**src/hw/irc_pkg.sv**
```systemverilog
// Package: register map, field positions, reset values and counts for the IR carrier timer
package irc_pkg;

  localparam int unsigned ADDR_W     = 8;
  localparam int unsigned DATA_W     = 8;
  localparam int unsigned CNT_W      = 9;

  typedef logic [ADDR_W-1:0] irc_addr_t;
  typedef logic [DATA_W-1:0] irc_data_t;
  typedef logic [CNT_W-1:0]  irc_cnt_t;

  // Register offsets in data memory
  localparam irc_addr_t OFF_BURST_COUNT_LOW        = 8'h18;
  localparam irc_addr_t OFF_BURST_CONTROL          = 8'h19;
  localparam irc_addr_t OFF_CARRIER_LOW_PERIOD_LO  = 8'h1a;
  localparam irc_addr_t OFF_CARRIER_LOW_PERIOD_HI  = 8'h1b;
  localparam irc_addr_t OFF_CARRIER_HIGH_PERIOD_LO = 8'h1c;
  localparam irc_addr_t OFF_CARRIER_HIGH_PERIOD_HI = 8'h1d;

  // Field positions
  localparam int unsigned BIT_BURST_COUNT_BIT8      = 0;
  localparam int unsigned BIT_BURST_OUTPUT_ENABLE   = 1;
  localparam int unsigned BIT_BURST_END_FLAG        = 7;
  localparam int unsigned BIT_PERIOD_BIT8           = 0;
  localparam int unsigned BIT_CARRIER_DISABLE       = 1;

  // Values after reset
  localparam irc_data_t RST_BURST_COUNT_LOW   = 8'h00;
  localparam logic      RST_BURST_COUNT_BIT8  = 1'b0;
  localparam logic      RST_BURST_OUTPUT_EN   = 1'b0;
  localparam logic      RST_BURST_END_FLAG    = 1'b1;
  localparam irc_cnt_t  RST_PERIOD            = 9'h000;
  localparam logic      RST_CARRIER_DISABLE   = 1'b1;
  localparam irc_data_t RST_READ_DATA         = 8'h00;

  // Burst step length in system clocks
  localparam int unsigned BURST_STEP_CLOCKS = 64;
  localparam int unsigned PRESCALE_W        = $clog2(BURST_STEP_CLOCKS);
  localparam logic [PRESCALE_W-1:0] PRESCALE_LAST = PRESCALE_W'(BURST_STEP_CLOCKS - 1);
  localparam logic [PRESCALE_W-1:0] PRESCALE_ZERO = '0;
  localparam irc_cnt_t CNT_ZERO = 9'h000;
  localparam irc_cnt_t CNT_ONE  = 9'h001;

  // Carrier phase, one-hot
  typedef enum logic [1:0] {
    PH_LOW  = 2'b01,
    PH_HIGH = 2'b10
  } irc_phase_t;

endpackage : irc_pkg

```
**src/hw/irc_car_if.sv**
```systemverilog
// Interface: link between the burst timer and the carrier generator
interface irc_car_if;
  import irc_pkg::*;

  logic     run;
  irc_cnt_t period_low;
  irc_cnt_t period_high;
  logic     high;

  modport ctl (output run, output period_low, output period_high, input high);
  modport gen (input run, input period_low, input period_high, output high);
endinterface : irc_car_if

```
**src/hw/irc_carrier_gen.sv**
```systemverilog
// Carrier generator: 9-bit counter alternating low and high phases
module irc_carrier_gen (
  input  wire logic clk,
  input  wire logic arst_n,
  irc_car_if.gen    car
);
  import irc_pkg::*;

  irc_phase_t phase;
  irc_phase_t next_phase;
  irc_cnt_t   cnt;
  irc_cnt_t   next_cnt;

  always_comb begin
    next_phase = phase;
    next_cnt   = cnt;
    unique case (phase)
      PH_LOW: begin
        if (!car.run) begin
          next_cnt = CNT_ZERO;
        end else if (cnt == car.period_low) begin
          next_cnt   = CNT_ZERO;
          next_phase = PH_HIGH;
        end else begin
          next_cnt = cnt + CNT_ONE;
        end
      end
      PH_HIGH: begin
        // A high phase always completes, even after the burst ends
        if (cnt == car.period_high) begin
          next_cnt   = CNT_ZERO;
          next_phase = PH_LOW;
        end else begin
          next_cnt = cnt + CNT_ONE;
        end
      end
      default: begin
        next_cnt   = CNT_ZERO;
        next_phase = PH_LOW;
      end
    endcase
  end

  always_ff @(posedge clk or negedge arst_n) begin
    if (!arst_n) begin
      phase <= PH_LOW;
      cnt   <= CNT_ZERO;
    end else begin
      phase <= next_phase;
      cnt   <= next_cnt;
    end
  end

  assign car.high = (phase == PH_HIGH);

endmodule : irc_carrier_gen

```
**src/hw/irc_timer.sv**
```systemverilog
// Top: IR burst timer, carrier registers and output pin control
module irc_timer #(
  parameter bit OPEN_DRAIN = 1'b0
) (
  input  wire logic               clk,
  input  wire logic               arst_n,
  input  wire irc_pkg::irc_addr_t mem_addr,
  input  wire logic               mem_wr,
  input  wire irc_pkg::irc_data_t mem_wdata,
  input  wire logic               mem_rd,
  output      irc_pkg::irc_data_t mem_rdata,
  output      logic               ir_pin_out,
  output      logic               ir_pin_oe
);
  import irc_pkg::*;

  function automatic logic hit(input irc_addr_t addr, input irc_addr_t off);
    hit = (addr == off);
  endfunction : hit

  irc_car_if car ();

  irc_carrier_gen u_gen (
    .clk    (clk),
    .arst_n (arst_n),
    .car    (car.gen)
  );

  // Registers
  irc_data_t                count_low;
  logic                     count_bit8;
  logic                     out_en;
  logic                     end_flag;
  irc_cnt_t                 down_cnt;
  logic                     running;
  logic [PRESCALE_W-1:0]    prescale;
  irc_cnt_t                 period_low;
  irc_cnt_t                 period_high;
  logic                     carrier_disable;

  irc_data_t                next_count_low;
  logic                     next_count_bit8;
  logic                     next_out_en;
  logic                     next_end_flag;
  irc_cnt_t                 next_down_cnt;
  logic                     next_running;
  logic [PRESCALE_W-1:0]    next_prescale;
  irc_cnt_t                 next_period_low;
  irc_cnt_t                 next_period_high;
  logic                     next_carrier_disable;

  logic wr_low;
  logic wr_ctrl;
  logic step;
  logic expire;

  assign wr_low  = mem_wr && hit(mem_addr, OFF_BURST_COUNT_LOW);
  assign wr_ctrl = mem_wr && hit(mem_addr, OFF_BURST_CONTROL);
  assign step    = running && (prescale == PRESCALE_LAST);
  assign expire  = step && (down_cnt == CNT_ZERO);

  // Burst timer next state
  always_comb begin
    next_count_low  = count_low;
    next_count_bit8 = count_bit8;
    next_out_en     = out_en;
    next_down_cnt   = down_cnt;
    next_running    = running;
    next_prescale   = running ? prescale + 1'b1 : PRESCALE_ZERO;
    next_end_flag   = end_flag;
    if (wr_low) begin
      next_count_low = mem_wdata;
    end
    if (step) begin
      if (down_cnt == CNT_ZERO) begin
        next_running = 1'b0;
      end else begin
        next_down_cnt = down_cnt - CNT_ONE;
      end
    end
    if (wr_ctrl) begin
      next_count_bit8 = mem_wdata[BIT_BURST_COUNT_BIT8];
      next_out_en     = mem_wdata[BIT_BURST_OUTPUT_ENABLE];
      next_down_cnt   = {mem_wdata[BIT_BURST_COUNT_BIT8], count_low};
      next_running    = mem_wdata[BIT_BURST_OUTPUT_ENABLE];
      next_prescale   = PRESCALE_ZERO;
      next_end_flag   = 1'b0;
    end
    if (expire) begin
      next_end_flag = 1'b1;
    end
  end

  // Carrier registers next state
  always_comb begin
    next_period_low      = period_low;
    next_period_high     = period_high;
    next_carrier_disable = carrier_disable;
    if (mem_wr) begin
      if (hit(mem_addr, OFF_CARRIER_LOW_PERIOD_LO)) begin
        next_period_low[7:0] = mem_wdata;
      end
      if (hit(mem_addr, OFF_CARRIER_LOW_PERIOD_HI)) begin
        next_period_low[8] = mem_wdata[BIT_PERIOD_BIT8];
      end
      if (hit(mem_addr, OFF_CARRIER_HIGH_PERIOD_LO)) begin
        next_period_high[7:0] = mem_wdata;
      end
      if (hit(mem_addr, OFF_CARRIER_HIGH_PERIOD_HI)) begin
        next_period_high[8]  = mem_wdata[BIT_PERIOD_BIT8];
        next_carrier_disable = mem_wdata[BIT_CARRIER_DISABLE];
      end
    end
  end

  // Read data and pin next values
  irc_data_t next_rdata;
  logic      next_pin_out;
  logic      next_pin_oe;
  logic      drive_high;

  always_comb begin
    next_rdata = mem_rdata;
    if (mem_rd) begin
      next_rdata = RST_READ_DATA;
      if (hit(mem_addr, OFF_BURST_COUNT_LOW)) begin
        next_rdata = count_low;
      end
      if (hit(mem_addr, OFF_BURST_CONTROL)) begin
        next_rdata[BIT_BURST_COUNT_BIT8]    = count_bit8;
        next_rdata[BIT_BURST_OUTPUT_ENABLE] = out_en;
        next_rdata[BIT_BURST_END_FLAG]      = end_flag;
      end
      if (hit(mem_addr, OFF_CARRIER_LOW_PERIOD_LO)) begin
        next_rdata = period_low[7:0];
      end
      if (hit(mem_addr, OFF_CARRIER_LOW_PERIOD_HI)) begin
        next_rdata[BIT_PERIOD_BIT8] = period_low[8];
      end
      if (hit(mem_addr, OFF_CARRIER_HIGH_PERIOD_LO)) begin
        next_rdata = period_high[7:0];
      end
      if (hit(mem_addr, OFF_CARRIER_HIGH_PERIOD_HI)) begin
        next_rdata[BIT_PERIOD_BIT8]     = period_high[8];
        next_rdata[BIT_CARRIER_DISABLE] = carrier_disable;
      end
    end
  end

  // Carrier runs only while the burst is gated out
  assign car.run         = out_en && running && !carrier_disable;
  assign car.period_low  = period_low;
  assign car.period_high = period_high;

  always_comb begin
    if (!out_en) begin
      drive_high = 1'b0;
    end else if (carrier_disable) begin
      drive_high = 1'b1;
    end else begin
      drive_high = car.high;
    end
    if (OPEN_DRAIN) begin
      next_pin_out = 1'b0;
      next_pin_oe  = drive_high;
    end else begin
      next_pin_out = drive_high;
      next_pin_oe  = 1'b1;
    end
  end

  // Burst timer registers
  always_ff @(posedge clk or negedge arst_n) begin
    if (!arst_n) begin
      count_low  <= RST_BURST_COUNT_LOW;
      count_bit8 <= RST_BURST_COUNT_BIT8;
      out_en     <= RST_BURST_OUTPUT_EN;
      end_flag   <= RST_BURST_END_FLAG;
      down_cnt   <= CNT_ZERO;
      running    <= 1'b0;
      prescale   <= PRESCALE_ZERO;
    end else begin
      count_low  <= next_count_low;
      count_bit8 <= next_count_bit8;
      out_en     <= next_out_en;
      end_flag   <= next_end_flag;
      down_cnt   <= next_down_cnt;
      running    <= next_running;
      prescale   <= next_prescale;
    end
  end

  // Carrier period registers
  always_ff @(posedge clk or negedge arst_n) begin
    if (!arst_n) begin
      period_low      <= RST_PERIOD;
      period_high     <= RST_PERIOD;
      carrier_disable <= RST_CARRIER_DISABLE;
    end else begin
      period_low      <= next_period_low;
      period_high     <= next_period_high;
      carrier_disable <= next_carrier_disable;
    end
  end

  // Read data and pin registers
  always_ff @(posedge clk or negedge arst_n) begin
    if (!arst_n) begin
      mem_rdata  <= RST_READ_DATA;
      ir_pin_out <= 1'b0;
      ir_pin_oe  <= ~OPEN_DRAIN;
    end else begin
      mem_rdata  <= next_rdata;
      ir_pin_out <= next_pin_out;
      ir_pin_oe  <= next_pin_oe;
    end
  end

endmodule : irc_timer

```
**config.mk**
```make
export PLATFORM = sky130hd
export DESIGN_NAME = irc_timer
export DESIGN_NICKNAME = d
export VERILOG_FILES = /design/src/hw/irc_pkg.sv /design/src/hw/irc_car_if.sv /design/src/hw/irc_carrier_gen.sv /design/src/hw/irc_timer.sv
export SDC_FILE = /design/constraint.sdc
export NUM_CORES = 1
export LEC_CHECK = 0
export BUFFER_PORTS_ARGS = -buffer_cell sky130_fd_sc_hd__buf_4
export CAP_MARGIN = 40
export CORE_MARGIN = 2
export CORE_UTILIZATION = 50
export CTS_BUF_LIST = sky130_fd_sc_hd__clkbuf_16
export CTS_CLUSTER_DIAMETER = 100
export DETAILED_ROUTE_END_ITERATION = 6
export GPL_ROUTABILITY_DRIVEN = 0
export PLACE_DENSITY = 0.69
export SYNTH_ARGS = -nofsm -noshare
export SYNTH_HDL_FRONTEND = slang
export SYNTH_SLANG_ARGS = --single-unit
```
**constraint.sdc**
```tcl
create_clock -name clk -period 2.3 [get_ports clk]
set_input_delay 0.69 -clock clk [delete_from_list [all_inputs] [get_ports clk]]
set_output_delay 0.69 -clock clk [all_outputs]
set_load 0.005 [all_outputs]
```
# Yosys cells after proc, flatten, opt, wreduce, memory -nomap -nowiden
# Index checks and enable logic that the tools add are counted.
# op_classes
n_addsub	3
mul	0
n_div	0
n_lt_le_gt_ge	0
n_eq_ne	15
shift	0
muxes	27
bitwise	0
reduce_logical	18
# op_table
op	n
9-bit two-way mux	6
8-bit by 5-bit equality test with 1-bit output (second input constant)	6
8-bit two-way mux	3
9-bit equality test	2
9-bit one-hot mux with 2 select lines	1
6-bit two-way mux	2
2-bit AND reduction	6
2-bit two-way mux	5
9-bit by 1-bit adder with 9-bit output (second input constant)	1
9-bit logical NOT	1
1-bit two-way mux	9
9-bit by 1-bit subtractor with 9-bit output (second input constant)	1
6-bit by 1-bit adder with 6-bit output (second input constant)	1
6-bit equality test (second input constant)	1
1-bit logical AND	6
2-bit by 1-bit inequality test with 1-bit output (second input constant)	3
2-bit nonzero test	3
2-bit one-hot mux with 2 select lines	1
3-bit AND reduction	1
2-bit by 1-bit equality test with 1-bit output (second input constant)	1
2-bit equality test (second input constant)	1
2-bit inequality test (second input constant)	1
1-bit logical NOT	1
# word_totals
register_bits	66
latch_bits	0
ramBits	0
mem_bits_ro	0
inputBits	20
out_inout_bits	10
mem_count	0

# Longest topological paths before layout
# logic_depth
ltp_word	7
ltp_mapped	8
depth_no_buf	7

# Hierarchy
# From an unflattened synthesis, not the netlist that was laid out.
# unflattened
hier_cells	313
hier_area_um2	3437.0
# by_module_without_submodules
module	n_inst	cells_per_inst	area_per_inst_um2
irc_timer	1	232	2630.0
irc_carrier_gen	1	81	807.0

# Worst setup path after synthesis
# No wires, ideal clock.
# synth_path
kind	input to register
start	input mem_addr[5]
end	register period_high[0] (netlist: car.period_high[0])
setup_ps	125
t_arrival_ps	2065
t_required_ps	2175
slack_ps	110
cell_stages	6
path_cell_list	nor4b_1 > and3_1 > buf_2 > and3_1 > buf_2 > mux2_2
# synth_via
elab_chain_cells	2
# synth_lines
element	line_no	rtl
from (decl)	irc_timer.sv:7	input wire irc_pkg::irc_addr_t mem_addr,
8-bit by 5-bit equality test with 1-bit output	irc_timer.sv:18	hit = (addr == off);
2-bit AND reduction (no line)	--	
to (signal assigned)	irc_timer.sv:201	period_high <= next_period_high;
to (decl)	irc_timer.sv:38	irc_cnt_t period_high;
# No other way between the ends.
# A chain may end at the register's enable or synchronous reset.

# Final worst setup path
# layout_path
start	register prescale[0]
end	register running
# layout_via
elab_chain_cells	4
# layout_lines
element	line_no	rtl
from (decl)	irc_timer.sv:36	logic [PRESCALE_W-1:0] prescale;
from (signal assigned)	irc_timer.sv:189	prescale <= next_prescale;
6-bit equality test	irc_timer.sv:59	assign step = running && (prescale == PRESCALE_LAST);
1-bit logical AND	irc_timer.sv:59	
2-bit nonzero test (no line)	--	
2-bit AND reduction (no line)	--	
to (signal assigned)	irc_timer.sv:188	running <= next_running;
to (decl)	irc_timer.sv:35	logic running;
# No other way between the ends.

==> flow_summary.ini <==
[timing]
rsz0062_at_grt = false
setup_tns_ns = 0
min_period_ns = 2.04
fmax_mhz = 491
hold_viol = 0
whs_ns = 0.269
slew_violations = 0
fin_crit_sh_pct = 88.6
final-setup-viol-count = 0
fin_skew_ns = 0.00450

[cells_and_area]
area.growth.synth_to_final_pct = 22.4
nNetsFinal = 359
drive_above_1_share_pct = 28.6
finalNonFillerCells = 416
nFillCells = 490
post-route-util_pct = 63.2
antenna_cells = 0

[global_route]
grt_pass1_wl_um = 11600
grtUsageTotal_pct = 20.7
gr-total-overflow = 0
antenna_found_initial = 0
grt_start_max_net_pins = 41
grt_pass1_vias = 2384

[die]
start_util_pct = 51.6
die_h_um = 85.0
die_x_um = 85.0
core_um2 = 6350
ioPinCount = 30
dieArea_um2 = 7220
placementRows = 29

[synth]
ys_ff_latch = 66
synth-edff-count = 0
synth.top_cell.area_share_pct = 48.1
yosysTopAreaCell = dfrtp_1
yosysMostFrequentCell = dfrtp_1
ys_types = 45
synth_commonest_cells = 63 x dfrtp_1, 31 x nor2_1, 28 x mux2_2
synth_seq_area_share_pct = 50.5
synthCells = 296
yosysWarnings = 0
async_reset_ff_share_pct = 100
syn_nets = 321
synth.avg_cell_area_um2 = 11.1
syn_area_um2 = 3280
ys.flop_type = dfrtp_1
synth_area_leaders = dfrtp_1 48%, mux2_2 9.6%, xor2_1 5.9%

[setup_path]
crit_fanout = 8
crit_path_end_kind = flip-flop
cpPeakStageDelay_ns = 0.55
crit_required_ns = 2.51
cp.depth = 6
path_cells = ha_1 > nand3_1 > or2_2 > or4_1 > nor2_1 > o21ai_0
crit_path_start_kind = flip-flop
critPathKind = flip-flop to flip-flop
path_buf_inv = 0
reg2reg_depth = 6
cp_top_family = simple AND/OR/NAND/NOR gates
arrival_ns = 2.24
crit_slowest_cell = or4_1

[job]
drv_cap = 0

[min_path]
min_path_type = primary input to asynchronous set/reset pin

[detailed_routing]
drtIter0Drc = 142
routed_wl_um = 6940
vias = 2315
wl_per_cell_um = 16.7
post-route-drc-count = 0
ant_nets = 0
vias_per_cell = 5.56
first_pass_iters = 4

[cts]
cts_setup_buffers = 0
clk_latency_ns = 0.33
clk_pin_slew_worst_paths_ns = 0.06
clockRootBuffer = clkbuf_16
tritoncts = built
cts.sinks = 66
post_cts_resized = 0
clock_path_buffers = 2
h-tree-depth = 3
cts-hold-fix-buffers = 0
cts_buffers = 9

[power_and_ir_drop]
power.density_nw_per_um2 = 801
power_mw = 3.22
cellLeakagePower_nw = 1.90
irDropWorstVdd_uv = 541

[outcome]
status = complete, no violations

[placement]
dp_hpwl_um = 4990
io_buffers = 28
place_inst = 400
[registers in the layout, summed over array words and instances (netlist names)]
| signal | flops |
|---|---|
| ir_pin_out | 1 |
| down_cnt | 9 |
| u_gen.cnt | 9 |
| prescale | 6 |
| u_gen.phase | 2 |
| car.period_low | 9 |
| mem_rdata | 8 |
| count_bit8 | 1 |
| end_flag | 1 |
| running | 1 |
| count_low | 8 |
| out_en | 1 |
| car.period_high | 9 |
| carrier_disable | 1 |
[layout make-up]
| cell class | count | area [µm²] | area share, % |
|---|---|---|---|
| clock buffer | 9 | 225 | 5.61 |
| tap | 77 | 96.3 | 2.40 |
| clock inverter | 7 | 141 | 3.52 |
| timing repair buffer | 42 | 340 | 8.48 |
| inverter | 8 | 30.0 | 0.748 |
| multi-input combinational | 207 | 1530 | 38.0 |
| sequential | 66 | 1660 | 41.2 |
[report_power, final]
group	leakage (nW)	switching (mW)	total (mW)	internal (mW)
Combinational	0.870	0.128	0.252	0.124
Sequential	0.858	0.0559	1.28	1.22
Clock	0.176	0.516	1.68	1.17
[routing by layer]
| metal | up-vias | GRT usage, % | part of all wire [%] |
|---|---|---|---|
| met5 | - | 0 | 0 |
| met4 | 0 | 8.51 | 2.1 |
| met3 | 12 | 3.50 | 3.5 |
| met2 | 50 | 32.0 | 46 |
| met1 | 1139 | 29.1 | 49 |
| li1 | 1114 | - | - |
[worst paths after layout]
path	from	slack [ns]	endpoint
min reg2reg	prescale[0]	0.46	prescale[0]
min in group clk	prescale[0]	0.46	prescale[0]
max	prescale[0]	0.26	running
max in group asynchronous	arst_n	1.45	end_flag
min	arst_n	0.27	down_cnt[4]
max reg2reg	prescale[0]	0.26	running
[cell usage in the layout, fill, tap and decap left out, drive strengths merged, types with 3 or more instances in the layout]
master  synthesis  routed
a21oi           9       9
a22o            5       5
a22oi           6       6
and2            3       3
and3            5       5
buf             9      42
bufinv          0       4
clkbuf          6       9
dfrtp          63      63
dfstp           3       3
ha              5       5
inv             8       8
mux2           28      28
mux2i           3       3
nand2          20      20
nand3           6       6
nand4           6       6
nor2           31      31
nor3            4       4
nor4            3       3
nor4b           4       4
o21ai          10      10
or4             3       3
xnor2          14      14
xor2           22      22
[stage by stage]
stage          setup WS, ns  cell area [µm²]
6_report              0.262             4010
5_1_grt               0.135             4010
4_1_cts               0.264             4010
3_5_place_dp        -0.0360             3650
3_3_place_gp        -0.0378             3650
2_1_floorplan         0.110             3280
[cell families after synthesis]
kind of cell,count (synthesis),share of synthesized area (%)
simple gates,95,15.5
flops,66,50.5
compound gates,37,7.44
xor+xnor,36,9.61
mux,33,11.9
buf+inv,23,3.01
fa+ha+maj,5,1.91
other cells,1,0.114
(Power assumes the default switching activity.)
